<file path="src/adc_pkg.sv">
// Constants for the converter sequencing control block
// Assumes AXI4-Lite with 32-bit data and a 50 MHz clock
package adc_pkg;
    localparam int ADC_ADDR_W = 16;
    localparam int ADC_IDX_W = 14;
    localparam int ADC_CH_W = 3;
    localparam int ADC_RES_W = 10;
    // Register indexes; byte address is four times the index
    localparam logic [ADC_IDX_W-1:0] IDX_PRI_RES_LO = 14'h12B0;
    localparam logic [ADC_IDX_W-1:0] IDX_PRI_RES_HI = 14'h12B1;
    localparam logic [ADC_IDX_W-1:0] IDX_CMP0_LO = 14'h12B4;
    localparam logic [ADC_IDX_W-1:0] IDX_CMP0_HI = 14'h12B5;
    localparam logic [ADC_IDX_W-1:0] IDX_CMP1_LO = 14'h12B6;
    localparam logic [ADC_IDX_W-1:0] IDX_CMP1_HI = 14'h12B7;
    localparam logic [ADC_IDX_W-1:0] IDX_NORM_CTRL = 14'h12B8;
    localparam logic [ADC_IDX_W-1:0] IDX_CH_MODE = 14'h12B9;
    localparam logic [ADC_IDX_W-1:0] IDX_PRI_CTRL = 14'h12BA;
    localparam logic [ADC_IDX_W-1:0] IDX_PRI_CH = 14'h12BB;
    localparam logic [ADC_IDX_W-1:0] IDX_MON_CTRL = 14'h12BC;
    localparam logic [ADC_IDX_W-1:0] IDX_MON_CH = 14'h12BD;
    localparam logic [ADC_IDX_W-1:0] IDX_CCLK = 14'h12BF;
    localparam logic [7:0] REG_RESET = 8'h00;
    // Field positions
    localparam int B_END = 7;
    localparam int B_BUSY = 6;
    localparam int B_IDLE_OP = 4;
    localparam int B_START = 3;
    localparam int B_HW_EN = 2;
    localparam int B_REF = 7;
    localparam int B_LAT = 3;
    localparam int B_ITM = 2;
    localparam int B_REPEAT = 1;
    localparam int B_SCAN = 0;
    localparam int B_OVR = 1;
    localparam int B_STORED = 0;
    localparam logic [1:0] TRIG_TIMER = 2'h0;
    localparam logic [1:0] TRIG_PIN = 2'h2;
    localparam logic [1:0] TRIG_AUDIO = 2'h3;
    localparam logic [2:0] DIV_RESERVED = 3'h0;
    localparam logic [1:0] RESP_OKAY = 2'h0;
    localparam logic [1:0] RESP_SLVERR = 2'h2;
endpackage : adc_pkg

</file>
<file path="src/adc_monitor.sv">
// Compare monitor: flags a result of its channel meeting the criterion
// Assumes results arrive as one-cycle valid pulses on the same clock
`timescale 1ns/100ps
module adc_monitor (
    // Settings
    input wire logic enable,
    input wire logic greater,
    input wire logic [adc_pkg::ADC_CH_W-1:0] channel,
    input wire logic [adc_pkg::ADC_RES_W-1:0] criterion,
    // Result stream
    input wire logic res_valid,
    input wire logic [adc_pkg::ADC_CH_W-1:0] res_channel,
    input wire logic [adc_pkg::ADC_RES_W-1:0] res_data,
    // Match
    output logic hit
);
    import adc_pkg::*;
    logic cmp_ok;
    always_comb begin
        cmp_ok = greater ? (res_data >= criterion) : (res_data <= criterion);
        hit = enable && res_valid && (res_channel == channel) && cmp_ok;
    end
endmodule : adc_monitor

</file>
<file path="src/adc_seq_ctrl.sv">
// Converter sequencing control with AXI4-Lite register slave
// Assumes converter and triggers on aclk, except the external trigger pin
//
// Decided for this implementation: the AXI4-Lite register port.
`timescale 1ns/100ps
module adc_seq_ctrl (
    // Clock and reset
    input wire logic aclk,
    input wire logic aresetn,
    // AXI4-Lite slave
    input wire logic [adc_pkg::ADC_ADDR_W-1:0] s_axi_awaddr,
    input wire logic s_axi_awvalid,
    output logic s_axi_awready,
    input wire logic [31:0] s_axi_wdata,
    input wire logic [3:0] s_axi_wstrb,
    input wire logic s_axi_wvalid,
    output logic s_axi_wready,
    output logic [1:0] s_axi_bresp,
    output logic s_axi_bvalid,
    input wire logic s_axi_bready,
    input wire logic [adc_pkg::ADC_ADDR_W-1:0] s_axi_araddr,
    input wire logic s_axi_arvalid,
    output logic s_axi_arready,
    output logic [31:0] s_axi_rdata,
    output logic [1:0] s_axi_rresp,
    output logic s_axi_rvalid,
    input wire logic s_axi_rready,
    // Triggers and standby
    input wire logic timer_trigger_normal,
    input wire logic timer_trigger_priority,
    input wire logic audio_sample_tick,
    input wire logic external_trigger_pin,
    input wire logic idle_standby_state,
    // Converter
    output logic conv_clk_en,
    output logic conv_start,
    output logic [adc_pkg::ADC_CH_W-1:0] conv_channel,
    output logic reference_apply,
    input wire logic conv_done,
    input wire logic [adc_pkg::ADC_RES_W-1:0] conv_data,
    // Normal result stream
    output logic result_valid,
    output logic [adc_pkg::ADC_CH_W-1:0] result_channel,
    output logic [adc_pkg::ADC_RES_W-1:0] result_data,
    input wire logic normal_result_read,
    // Monitor interrupts
    output logic monitor0_irq,
    output logic monitor1_irq
);
    import adc_pkg::*;

    logic [7:0] norm_ctrl, ch_mode, pri_ctrl, pri_ch, mon_ctrl, mon_ch;
    logic [2:0] conv_clock_divider_field;
    logic [ADC_RES_W-1:0] crit0, crit1, priority_result_bits;
    logic priority_overrun_flag, priority_stored_flag;
    logic normal_end_flag, seq_active, priority_end_flag, priority_busy_flag;
    logic pri_pend, in_conv, conv_is_pri, wait_read;
    logic [ADC_CH_W-1:0] nch;
    logic aw_hold, w_hold;
    logic [ADC_IDX_W-1:0] wr_idx;
    logic [7:0] wr_data;
    logic wr_lane;
    logic ext_s1, ext_s2, ext_s3;
    logic [2:0] div_cnt;
    logic [2:0] div_n;
    logic wr_en, rd_take, rd_pri_hi, normal_go, pri_go, run_ok, last_ch, pri_done, norm_done;
    logic [1:0] mon_hit, mon_status;
    logic [ADC_IDX_W-1:0] rd_idx;
    logic [7:0] rd_byte;
    logic rd_hit;

    // Bus side conditions
    always_comb begin
        wr_en = aw_hold && w_hold && !s_axi_bvalid;
        rd_take = s_axi_arvalid && s_axi_arready;
        rd_idx = s_axi_araddr[ADC_ADDR_W-1:2];
        rd_pri_hi = rd_take && (rd_idx == IDX_PRI_RES_HI);
    end

    // Write address and data capture
    always_ff @(posedge aclk) begin
        if (!aresetn) begin
            s_axi_awready <= 1'b0;
            s_axi_wready <= 1'b0;
            aw_hold <= 1'b0;
            w_hold <= 1'b0;
            wr_idx <= '0;
            wr_data <= 8'h00;
            wr_lane <= 1'b0;
            s_axi_bvalid <= 1'b0;
            s_axi_bresp <= RESP_OKAY;
        end else begin
            if (s_axi_awvalid && s_axi_awready) begin
                aw_hold <= 1'b1;
                s_axi_awready <= 1'b0;
                wr_idx <= s_axi_awaddr[ADC_ADDR_W-1:2];
            end else if (!aw_hold && !s_axi_bvalid) begin
                s_axi_awready <= 1'b1;
            end
            if (s_axi_wvalid && s_axi_wready) begin
                w_hold <= 1'b1;
                s_axi_wready <= 1'b0;
                wr_data <= s_axi_wdata[7:0];
                wr_lane <= s_axi_wstrb[0];
            end else if (!w_hold && !s_axi_bvalid) begin
                s_axi_wready <= 1'b1;
            end
            if (wr_en) begin
                s_axi_bvalid <= 1'b1;
                s_axi_bresp <= wr_hit(wr_idx) ? RESP_OKAY : RESP_SLVERR;
            end else if (s_axi_bvalid && s_axi_bready) begin
                s_axi_bvalid <= 1'b0;
                aw_hold <= 1'b0;
                w_hold <= 1'b0;
            end
        end
    end

    function automatic logic wr_hit(input logic [ADC_IDX_W-1:0] i);
        wr_hit = (i >= IDX_CMP0_LO && i <= IDX_MON_CH) || (i == IDX_CCLK);
    endfunction : wr_hit

    // Writable configuration registers
    always_ff @(posedge aclk) begin
        if (!aresetn) begin
            norm_ctrl <= REG_RESET;
            ch_mode <= REG_RESET;
            pri_ctrl <= REG_RESET;
            pri_ch <= REG_RESET;
            mon_ctrl <= REG_RESET;
            mon_ch <= REG_RESET;
            conv_clock_divider_field <= 3'h0;
            crit0 <= '0;
            crit1 <= '0;
        end else if (wr_en && wr_lane) begin
            case (wr_idx)
                IDX_CMP0_LO: crit0[1:0] <= wr_data[7:6];
                IDX_CMP0_HI: crit0[9:2] <= wr_data;
                IDX_CMP1_LO: crit1[1:0] <= wr_data[7:6];
                IDX_CMP1_HI: crit1[9:2] <= wr_data;
                IDX_NORM_CTRL: norm_ctrl <= {3'h0, wr_data[4], 1'b0, wr_data[2:0]};
                IDX_CH_MODE: ch_mode <= wr_data;
                IDX_PRI_CTRL: pri_ctrl <= {4'h0, 1'b0, wr_data[2:0]};
                IDX_PRI_CH: pri_ch <= {1'b0, wr_data[6:4], 4'h0};
                IDX_MON_CTRL: mon_ctrl <= {wr_data[7:2], 2'h0};
                IDX_MON_CH: mon_ch <= {1'b0, wr_data[6:4], 1'b0, wr_data[2:0]};
                IDX_CCLK: conv_clock_divider_field <= wr_data[2:0];
                default: ;
            endcase
        end
    end

    // Read data path
    always_comb begin
        rd_hit = 1'b1;
        case (rd_idx)
            IDX_PRI_RES_LO: rd_byte = {priority_result_bits[1:0], 4'h0,
                priority_overrun_flag, priority_stored_flag};
            IDX_PRI_RES_HI: rd_byte = priority_result_bits[9:2];
            IDX_CMP0_LO: rd_byte = {crit0[1:0], 6'h00};
            IDX_CMP0_HI: rd_byte = crit0[9:2];
            IDX_CMP1_LO: rd_byte = {crit1[1:0], 6'h00};
            IDX_CMP1_HI: rd_byte = crit1[9:2];
            IDX_NORM_CTRL: rd_byte = {normal_end_flag, seq_active, norm_ctrl[5:0]};
            IDX_CH_MODE: rd_byte = ch_mode;
            IDX_PRI_CTRL: rd_byte = {priority_end_flag, priority_busy_flag, pri_ctrl[5:0]};
            IDX_PRI_CH: rd_byte = pri_ch;
            IDX_MON_CTRL: rd_byte = {mon_ctrl[7:2], mon_status};
            IDX_MON_CH: rd_byte = mon_ch;
            IDX_CCLK: rd_byte = {5'h00, conv_clock_divider_field};
            default: begin
                rd_byte = 8'h00;
                rd_hit = 1'b0;
            end
        endcase
    end

    always_ff @(posedge aclk) begin
        if (!aresetn) begin
            s_axi_arready <= 1'b0;
            s_axi_rvalid <= 1'b0;
            s_axi_rdata <= 32'h0000_0000;
            s_axi_rresp <= RESP_OKAY;
        end else if (rd_take) begin
            s_axi_arready <= 1'b0;
            s_axi_rvalid <= 1'b1;
            s_axi_rdata <= {24'h000000, rd_byte};
            s_axi_rresp <= rd_hit ? RESP_OKAY : RESP_SLVERR;
        end else if (s_axi_rvalid && s_axi_rready) begin
            s_axi_rvalid <= 1'b0;
            s_axi_arready <= 1'b1;
        end else if (!s_axi_rvalid) begin
            s_axi_arready <= 1'b1;
        end
    end

    // External trigger pin synchroniser and edge
    always_ff @(posedge aclk) begin
        if (!aresetn) begin
            ext_s1 <= 1'b0;
            ext_s2 <= 1'b0;
            ext_s3 <= 1'b0;
        end else begin
            ext_s1 <= external_trigger_pin;
            ext_s2 <= ext_s1;
            ext_s3 <= ext_s2;
        end
    end

    // Conversion clock divider
    always_comb begin
        div_n = (conv_clock_divider_field == DIV_RESERVED) ? 3'h1 : conv_clock_divider_field;
    end

    always_ff @(posedge aclk) begin
        if (!aresetn) begin
            div_cnt <= 3'h0;
            conv_clk_en <= 1'b0;
        end else if (div_cnt >= div_n - 3'h1) begin
            div_cnt <= 3'h0;
            conv_clk_en <= 1'b1;
        end else begin
            div_cnt <= div_cnt + 3'h1;
            conv_clk_en <= 1'b0;
        end
    end

    // Start requests and run conditions
    always_comb begin
        normal_go = (wr_en && wr_lane && wr_idx == IDX_NORM_CTRL && wr_data[B_START])
            || (norm_ctrl[B_HW_EN] && norm_ctrl[1:0] == TRIG_TIMER && timer_trigger_normal)
            || (norm_ctrl[B_HW_EN] && norm_ctrl[1:0] == TRIG_PIN && ext_s2 && !ext_s3);
        pri_go = (wr_en && wr_lane && wr_idx == IDX_PRI_CTRL && wr_data[B_START])
            || (pri_ctrl[B_HW_EN] && pri_ctrl[1:0] == TRIG_TIMER && timer_trigger_priority)
            || (pri_ctrl[B_HW_EN] && pri_ctrl[1:0] == TRIG_PIN && ext_s2 && !ext_s3)
            || (pri_ctrl[B_HW_EN] && pri_ctrl[1:0] == TRIG_AUDIO && audio_sample_tick);
        run_ok = !idle_standby_state || norm_ctrl[B_IDLE_OP];
        last_ch = !ch_mode[B_SCAN] || (nch == ch_mode[6:4]);
        pri_done = conv_done && in_conv && conv_is_pri;
        norm_done = conv_done && in_conv && !conv_is_pri;
    end

    // Sequencer
    always_ff @(posedge aclk) begin
        if (!aresetn) begin
            seq_active <= 1'b0;
            normal_end_flag <= 1'b0;
            priority_busy_flag <= 1'b0;
            priority_end_flag <= 1'b0;
            pri_pend <= 1'b0;
            in_conv <= 1'b0;
            conv_is_pri <= 1'b0;
            wait_read <= 1'b0;
            nch <= '0;
            conv_start <= 1'b0;
            conv_channel <= '0;
            reference_apply <= 1'b0;
            result_valid <= 1'b0;
            result_channel <= '0;
            result_data <= '0;
        end else begin
            conv_start <= 1'b0;
            result_valid <= 1'b0;
            reference_apply <= ch_mode[B_REF];
            if (normal_go && !seq_active) begin
                seq_active <= 1'b1;
                normal_end_flag <= 1'b0;
                nch <= ch_mode[B_SCAN] ? '0 : ch_mode[6:4];
            end
            if (pri_go && !pri_pend && !priority_busy_flag) begin
                pri_pend <= 1'b1;
                priority_busy_flag <= 1'b1;
                priority_end_flag <= 1'b0;
            end
            if (!in_conv && conv_clk_en && run_ok) begin
                if (pri_pend) begin
                    in_conv <= 1'b1;
                    conv_is_pri <= 1'b1;
                    pri_pend <= 1'b0;
                    conv_start <= 1'b1;
                    conv_channel <= pri_ch[6:4];
                end else if (seq_active && !wait_read) begin
                    in_conv <= 1'b1;
                    conv_is_pri <= 1'b0;
                    conv_start <= 1'b1;
                    conv_channel <= nch;
                end
            end
            if (normal_result_read) begin
                wait_read <= 1'b0;
            end
            if (pri_done) begin
                in_conv <= 1'b0;
                priority_busy_flag <= 1'b0;
                priority_end_flag <= 1'b1;
            end
            if (norm_done) begin
                in_conv <= 1'b0;
                result_valid <= 1'b1;
                result_channel <= conv_channel;
                result_data <= conv_data;
                if (!last_ch) begin
                    nch <= nch + 3'h1;
                end else begin
                    normal_end_flag <= 1'b1;
                    if (ch_mode[B_REPEAT]) begin
                        nch <= ch_mode[B_SCAN] ? '0 : ch_mode[6:4];
                        wait_read <= ch_mode[B_LAT];
                    end else begin
                        seq_active <= 1'b0;
                    end
                end
            end
        end
    end

    // Priority result and its flags; a new store beats a clearing read
    always_ff @(posedge aclk) begin
        if (!aresetn) begin
            priority_result_bits <= '0;
            priority_stored_flag <= 1'b0;
            priority_overrun_flag <= 1'b0;
        end else if (pri_done) begin
            priority_result_bits <= conv_data;
            priority_stored_flag <= 1'b1;
            if (priority_stored_flag && !rd_pri_hi) begin
                priority_overrun_flag <= 1'b1;
            end
        end else if (rd_pri_hi) begin
            priority_stored_flag <= 1'b0;
            priority_overrun_flag <= 1'b0;
        end
    end

    // Compare monitors
    adc_monitor u_mon0 (
        .enable(mon_ctrl[6]),
        .greater(mon_ctrl[4]),
        .channel(mon_ch[2:0]),
        .criterion(crit0),
        .res_valid(result_valid),
        .res_channel(result_channel),
        .res_data(result_data),
        .hit(mon_hit[0])
    );
    adc_monitor u_mon1 (
        .enable(mon_ctrl[7]),
        .greater(mon_ctrl[5]),
        .channel(mon_ch[6:4]),
        .criterion(crit1),
        .res_valid(result_valid),
        .res_channel(result_channel),
        .res_data(result_data),
        .hit(mon_hit[1])
    );

    // Monitor status and interrupt lines; a hit beats a software clear
    always_ff @(posedge aclk) begin
        if (!aresetn) begin
            mon_status <= 2'h0;
            monitor0_irq <= 1'b0;
            monitor1_irq <= 1'b0;
        end else begin
            if (wr_en && wr_lane && wr_idx == IDX_MON_CTRL) begin
                mon_status <= (mon_status & wr_data[1:0]) | mon_hit;
            end else begin
                mon_status <= mon_status | mon_hit;
            end
            monitor0_irq <= mon_status[0] && mon_ctrl[2];
            monitor1_irq <= mon_status[1] && mon_ctrl[3];
        end
    end
endmodule : adc_seq_ctrl

</file>
<file path="config.mk">
export PLATFORM = sky130hd
export DESIGN_NAME = adc_seq_ctrl
export DESIGN_NICKNAME = d
export VERILOG_FILES = /design/src/adc_pkg.sv /design/src/adc_monitor.sv /design/src/adc_seq_ctrl.sv
export SDC_FILE = /design/constraint.sdc
export NUM_CORES = 1
export LEC_CHECK = 0
export BUFFER_PORTS_ARGS = -buffer_cell sky130_fd_sc_hd__clkbuf_2
export CORE_ASPECT_RATIO = 1.2
export CORE_UTILIZATION = 29
export DETAILED_ROUTE_END_ITERATION = 8
export SLEW_MARGIN = 15
export SYNTH_ARGS = -nofsm -noshare
export SYNTH_HDL_FRONTEND = slang
export SYNTH_SLANG_ARGS = --single-unit
export TNS_END_PERCENT = 30
</file>
<file path="constraint.sdc">
create_clock -name aclk -period 7.7 [get_ports aclk]
set_input_delay 0.385 -clock aclk [delete_from_list [all_inputs] [get_ports aclk]]
set_output_delay 0.385 -clock aclk [all_outputs]
set_load 0.02 [all_outputs]
</file>
==> impl_metrics.toml, run 1 <==
[outcome]
outcome = "complete, no violations"

[setup_path]
critPathMaxStageDelay_ps = 710
worstPathArrival_ps = 3120
end_kind = "flip-flop"
slowest_stage = "nor4_1"
critPathBufInv = 0
crit_chain = "or4b_4, nor4_1, nand4_1, mux2i_1, nor2_1"
crit_type = "flip-flop to flip-flop"
start_kind = "flip-flop"
required_ps = 7970
path_max_fanout = 8
cp_top_family = "simple AND/OR/NAND/NOR gates"

[yosys]
synth_common_cells = "dfxtp_1 (146), nand2_1 (131), nor2_1 (83)"
syn-cell-area_um2 = 7168
ys_ff_latch = 146
synthTopCellsByArea = "dfxtp_1 (41%), mux2i_1 (8.9%), nand2_1 (6.9%), a21oi_1 (5.7%), ha_1 (4.5%)"
yosys_warnings = 0
ys_async_sr_fraction_pct = 0
synth_top_area_share_pct = 40.78
synth_top_cell_by_area = "dfxtp_1"
synth_most_common_cell = "dfxtp_1"
synth-edff-count = 0
synth_flop_cell = "dfxtp_1"
synthCells = 859
yosysSeqAreaShare_pct = 40.78
synthDistinctLibCells = 62
synth_area_per_cell_um2 = 8.345

[routing]
first_pass_iters = 5
wl_per_cell_um = 16.35
vias_per_cell = 4.920
vias = 6185
drtAntennaViolNets = 0
first_iter_violations = 382
wirelength_um = 20560
drc = 0

[power]
switching_power_uw = 415.3
power.density_nw_per_um2 = 217.3
p_seq_share_pct = 42.6
irDropWorstVdd_mv = 0.1606
p_leak_uw = 0.003397
share_comb_of_total_power_pct = 4.9
switching_share_pct = 22.62
clockPowerShare_pct = 52.4
cellInternalPower_uw = 1420

[clocking]
clk_latency_ps = 420
clock-sinks = 146
cts_max_level = 4
cts_tree = "done"
clkTransAtPathRegs_ps = 60
cts_setup_buffers = 0
clockBufferDepth = 2
ctsHoldBuffers = 0
cts_inserted_buffers = 17
post_cts_resized = 0
root_buffer = "clkbuf_16"

[sta]
relSlewSlack_pct = 29.16
worstMarginPinSlew_ps = 1060
tns_ps = 0
setup_ws_ps = 4850
clock_skew_ps = 6.573
period_needed_ps = 2850
fmax_ghz = 0.3508
finalCritPeriodShare_pct = 37.02
whs_ps = 182.2
slew_viol_final = 0
rsz0062_at_grt = "no"
finalHoldViolCount = 0
setup_viol = 0

[placed_design]
dpl_cell_area_um2 = 7766
port_buffers = 97
dpl.hpwl_um = 14990
dp_slack_ps = 4921
place.gp.congestion = 0.8692

[cells_and_area]
nFillCells = 2527
diodes = 0
synthToLayoutAreaGrowth_pct = 17.86
layout-drive-gt1-share_pct = 16.22
num-nets-final = 1042
final_area_um2 = 8448

[grt]
antenna_found_initial = 0
grt_overflow = 0
grt_start_max_net_pins = 97
grt_usage_pct = 16.55
grt_first_pass_wirelength_um = 32170
grt_pass1_vias = 5679

[floorplan]
initial_core_util_pct = 29.71
dieArea_um2 = 25350
design.core.area_um2 = 24130
dieHeight_um = 174.2
rows = 62
io_pins = 155
die-width_um = 145.5

[flow_run]
max_cap_violations = 0

[hold_path]
hp-class = "input pin to flip-flop"
==> per-layer routing <==
metal  wire length (um)  track usage [%]  vias to the layer above  share of wire [%]
met5                  0                0                        -                  0
met1               9304            21.31                     2894                 45
met2               9646            27.00                      216                 47
met3               1032            3.176                       34                5.0
met4                572            6.886                        0                2.8
li1                   -                -                     3041                  -
==> metrics by stage <==
stage	power, uW	cells	util, %
2_1_floorplan	864.3	884	-
3_3_place_gp	889.2	1225	32.19
4_1_cts	1851	1257	35.02
5_1_grt	1900	1257	35.02
3_5_place_dp	890.0	1225	32.19
6_report	1836	1257	35.02
==> registers in the layout, indices dropped and copies added, names as in the netlist, 4 cells and up <==
| signal | count |
|---|---|
| crit0 | 10 |
| wr_data | 8 |
| ch_mode | 8 |
| mon_ch | 6 |
| mon_ctrl | 6 |
| priority_result_bits | 10 |
| norm_ctrl | 4 |
| crit1 | 10 |
| s_axi_rdata | 8 |
| result_data | 10 |
| wr_idx | 14 |
==> power by group through the flow <==
stage          logic, uW  registers (uW)  clock network [uW]
4_1_cts             91.0             782                 978
6_report            90.5             783                 962
3_3_place_gp        90.3             799                   0
2_1_floorplan       72.7             792                   0
3_5_place_dp        90.7             799                   0
5_1_grt             99.9             784                1020
==> cell type report <==
class	instances	area (um2)	share of cell area, %
Tap cell	320	400.4	4.739
Inverter	32	121.4	1.437
Timing Repair Buffer	99	500.5	5.924
Clock inverter	13	229.0	2.710
Sequential cell	146	2923	34.60
Multi-Input combinational cell	628	3821	45.23
Clock buffer	19	452.9	5.361
==> cell families (layout without fill, tap and decap cells) <==
logic type,count (synthesis),after routing,synth area share [%]
AND/OR/NAND/NOR,315,315,20.77
adder cells (fa/ha/maj),26,26,4.538
flip-flops,146,146,40.77
XOR/XNOR,13,13,1.588
buffers and inverters,110,163,7.226
AO/OA/AOI/OAI,176,176,14.85
multiplexers,72,72,10.19
other,1,26,0.05231
==> worst reg2reg max path, stage by stage, from the launching register on <==
cell and delay (ps):
dfxtp_1 310, or4b_4 560, nor4_1 710, nand4_1 710, mux2i_1 350, nor2_1 60
==> placed cells by master, fill, tap and decap left out, types with 7 or more instances in the layout <==
master | netlist | layout
a22oi_1 | 9 | 9
o21ai_0 | 35 | 35
nand4_1 | 7 | 7
and3_1 | 7 | 7
clkbuf_2 | 0 | 97
inv_1 | 32 | 31
mux2i_1 | 64 | 64
nor2_1 | 83 | 83
clkbuf_16 | 0 | 17
mux2_2 | 8 | 8
nand2b_1 | 9 | 9
nor3_1 | 10 | 10
nor2b_1 | 13 | 13
dfxtp_1 | 146 | 146
conb_1 | 1 | 26
ha_1 | 26 | 26
nand2_1 | 131 | 131
and2_1 | 8 | 8
a21oi_1 | 82 | 82
nand3_1 | 19 | 19
xor2_1 | 7 | 7
==> path summary, 6_finish.rpt <==
kind / endpoint / start / cells past startpoint / slack [ps]
setup / recovery: crit1[5] / wr_idx[13] / 5 / 4850
hold / removal: wr_idx[11] / s_axi_awaddr[13] / 3 / 180
setup reg to reg: crit1[5] / wr_idx[13] / 5 / 4850
hold reg to reg: ext_s2 / ext_s1 / 1 / 430
Note: power is estimated with default switching activity, not from simulation.
==> inputs of run 2 (changes only) <==
Clock period 7.7 ns to 2.85 ns, I/O delays scaled along.
==> impl_metrics.toml, run 2 (synthesis results as in run 1) <==
[grt]
grt_pass1_vias = 5909
antenna_found_initial = 0
grt_usage_pct = 16.37
grt_first_pass_wirelength_um = 32170
grt_overflow = 0
grt_start_max_net_pins = 119

[hold_path]
hp-start = "normal_result_read"
whs_path_depth = 3
hp-class = "input pin to flip-flop"

[sta]
clock_skew_ps = 5.305
finalCritPeriodShare_pct = 90.27
finalHoldViolCount = 0
slew_viol_final = 0
tns_ps = 0
setup_ws_ps = 277.2
setup_viol = 0
period_needed_ps = 2573
relSlewSlack_pct = 54.59
worstMarginPinSlew_ps = 681.2
rsz0062_at_grt = "no"
fmax_ghz = 0.3887

[outcome]
outcome = "complete, no violations"

[cells_and_area]
largest_reg_flops = 14
layout_common_cells = "dfxtp_1 (146), nand2_1 (131), clkbuf_2 (97), nor2_1 (83), a21oi_1 (82)"
largest_register = "wr_idx"
layout-drive-gt1-share_pct = 16.43
regArea_um2 = 2923
multiInputGateArea_um2 = 3821
layout_commonest_cell = "dfxtp_1"
diodes = 0
synthToLayoutAreaGrowth_pct = 22.69
num-nets-final = 1085
nFillCells = 2488
final_cells = 1300

[placed_design]
place.gp.congestion = 0.8650
dpl.hpwl_um = 14930
dp_slack_ps = 282.5
dp.cells = 1234
port_buffers = 97

[setup_path]
end_kind = "flip-flop"
reg2reg_from = "wr_idx[13]"
crit_type = "flip-flop to flip-flop"
cp-startpoint = "wr_idx[13]"
ff2ff_path_depth = 6
critPathMaxStageDelay_ps = 610
slowest_stage = "or4_4"
required_ps = 3200
worstPathArrival_ps = 2920
crit_chain = "or4b_4, or4_4, nor4_4, a22oi_2, or3_1, a21oi_2"
start_kind = "flip-flop"
path_max_fanout = 4

[power]
p_seq_share_pct = 45.3
power.density_nw_per_um2 = 530.7
switching_share_pct = 23.59
cellInternalPower_uw = 3566
clockPowerShare_pct = 48.6
switching_power_uw = 1101
irDropWorstVdd_mv = 0.4364
p_leak_uw = 0.003549
share_comb_of_total_power_pct = 6.1

[clocking]
cts_max_level = 4
clk_latency_ps = 420
clock-sinks = 146
cts_inserted_buffers = 17
root_buffer = "clkbuf_16"
clkTransAtPathRegs_ps = 60
cts_tree = "done"
clockBufferDepth = 2

[floorplan]
rows = 62
dieHeight_um = 174.2
initial_core_util_pct = 29.71
die-width_um = 145.5
dieArea_um2 = 25350
design.core.area_um2 = 24130
io_pins = 155

[routing]
vias_per_cell = 4.858
drtAntennaViolNets = 0
first_pass_iters = 5
vias = 6316
wirelength_um = 20470
drc = 0
first_iter_violations = 340
wl_per_cell_um = 15.74

[flow_run]
max_cap_violations = 0
==> run 2: changes by cell type in the layout (fill, tap and decap cells not counted) <==
cell | previous run | this run
clkinv_2 | 4 | 3
bufinv_16 | 6 | 2
buf_4 | 2 | 10
clkinv_4 | 1 | 3
clkbuf_8 | 2 | 4
buf_12 | 0 | 1
inv_6 | 2 | 1
dlygate4sd3_1 | 0 | 34
clkinvlp_4 | 1 | 3
==> run 2: critical path, delay by kind of cell, from the launching register on <==
| family | cells | cell delay [ps] |
|---|---|---|
| DFF | 1 | 310 |
| and+or+nand+nor | 4 | 1930 |
| AOI/OAI and AO/OA | 2 | 270 |
==> run 2: routing by layer <==
layer  part of all wire, %  routed length, um  vias to the layer above  GRT usage (%)
met1                    46               9383                     2962          21.19
met3                   4.7                957                       20          3.281
met4                   1.5                316                        0          5.000
met2                    48               9809                      207          27.30
met5                     0                  0                        -              0
li1                      -                  -                     3127              -
==> run 2: path summary, 6_finish.rpt <==
kind	slack, ps	to
setup reg to reg	280	pri_pend
hold reg to reg	440	ext_s2
hold / removal	10	wait_read
setup / recovery	280	pri_pend
==> run 2: area by class of cell <==
type | instances | area share, %
multi-input cells | 628 | 43.45
clock inverters | 11 | 1.451
clock buffers | 21 | 5.463
well taps | 320 | 4.553
inverters | 32 | 1.380
repair buffers | 142 | 10.47
flip-flops and latches | 146 | 33.23
==> run 2: repair_timing <==
| action | 4_1_cts | 5_1_grt |
|---|---|---|
| hold buffers | 34 | 0 |
| hold endpoints to repair | 44 | 0 |
| buffers inserted | 0 | 0 |
| gates resized for setup | 0 | 0 |
==> run 2: through the flow <==
step / hold WS, ps / util (%) / area (um2) / power, uW
after floorplan: 258.7 / - / 7262 / 2335
after global placement: 368.6 / 32.52 / 7846 / 2406
after detailed placement: 367.6 / 32.52 / 7846 / 2409
after CTS: 0.4373 / 36.45 / 8795 / 4717
after global routing: 10.71 / 36.45 / 8795 / 4837
final: 12.36 / 36.45 / 8795 / 4667
==> run 2: power groups by stage <==
stage               Combinational [uW]  Clock (uW)  Sequential, uW
finish                             286        2270            2110
detailed placement                 250           0            2160
floorplan                          196           0            2140
global route                       314        2410            2120
global placement                   248           0            2160
CTS                                287        2320            2110
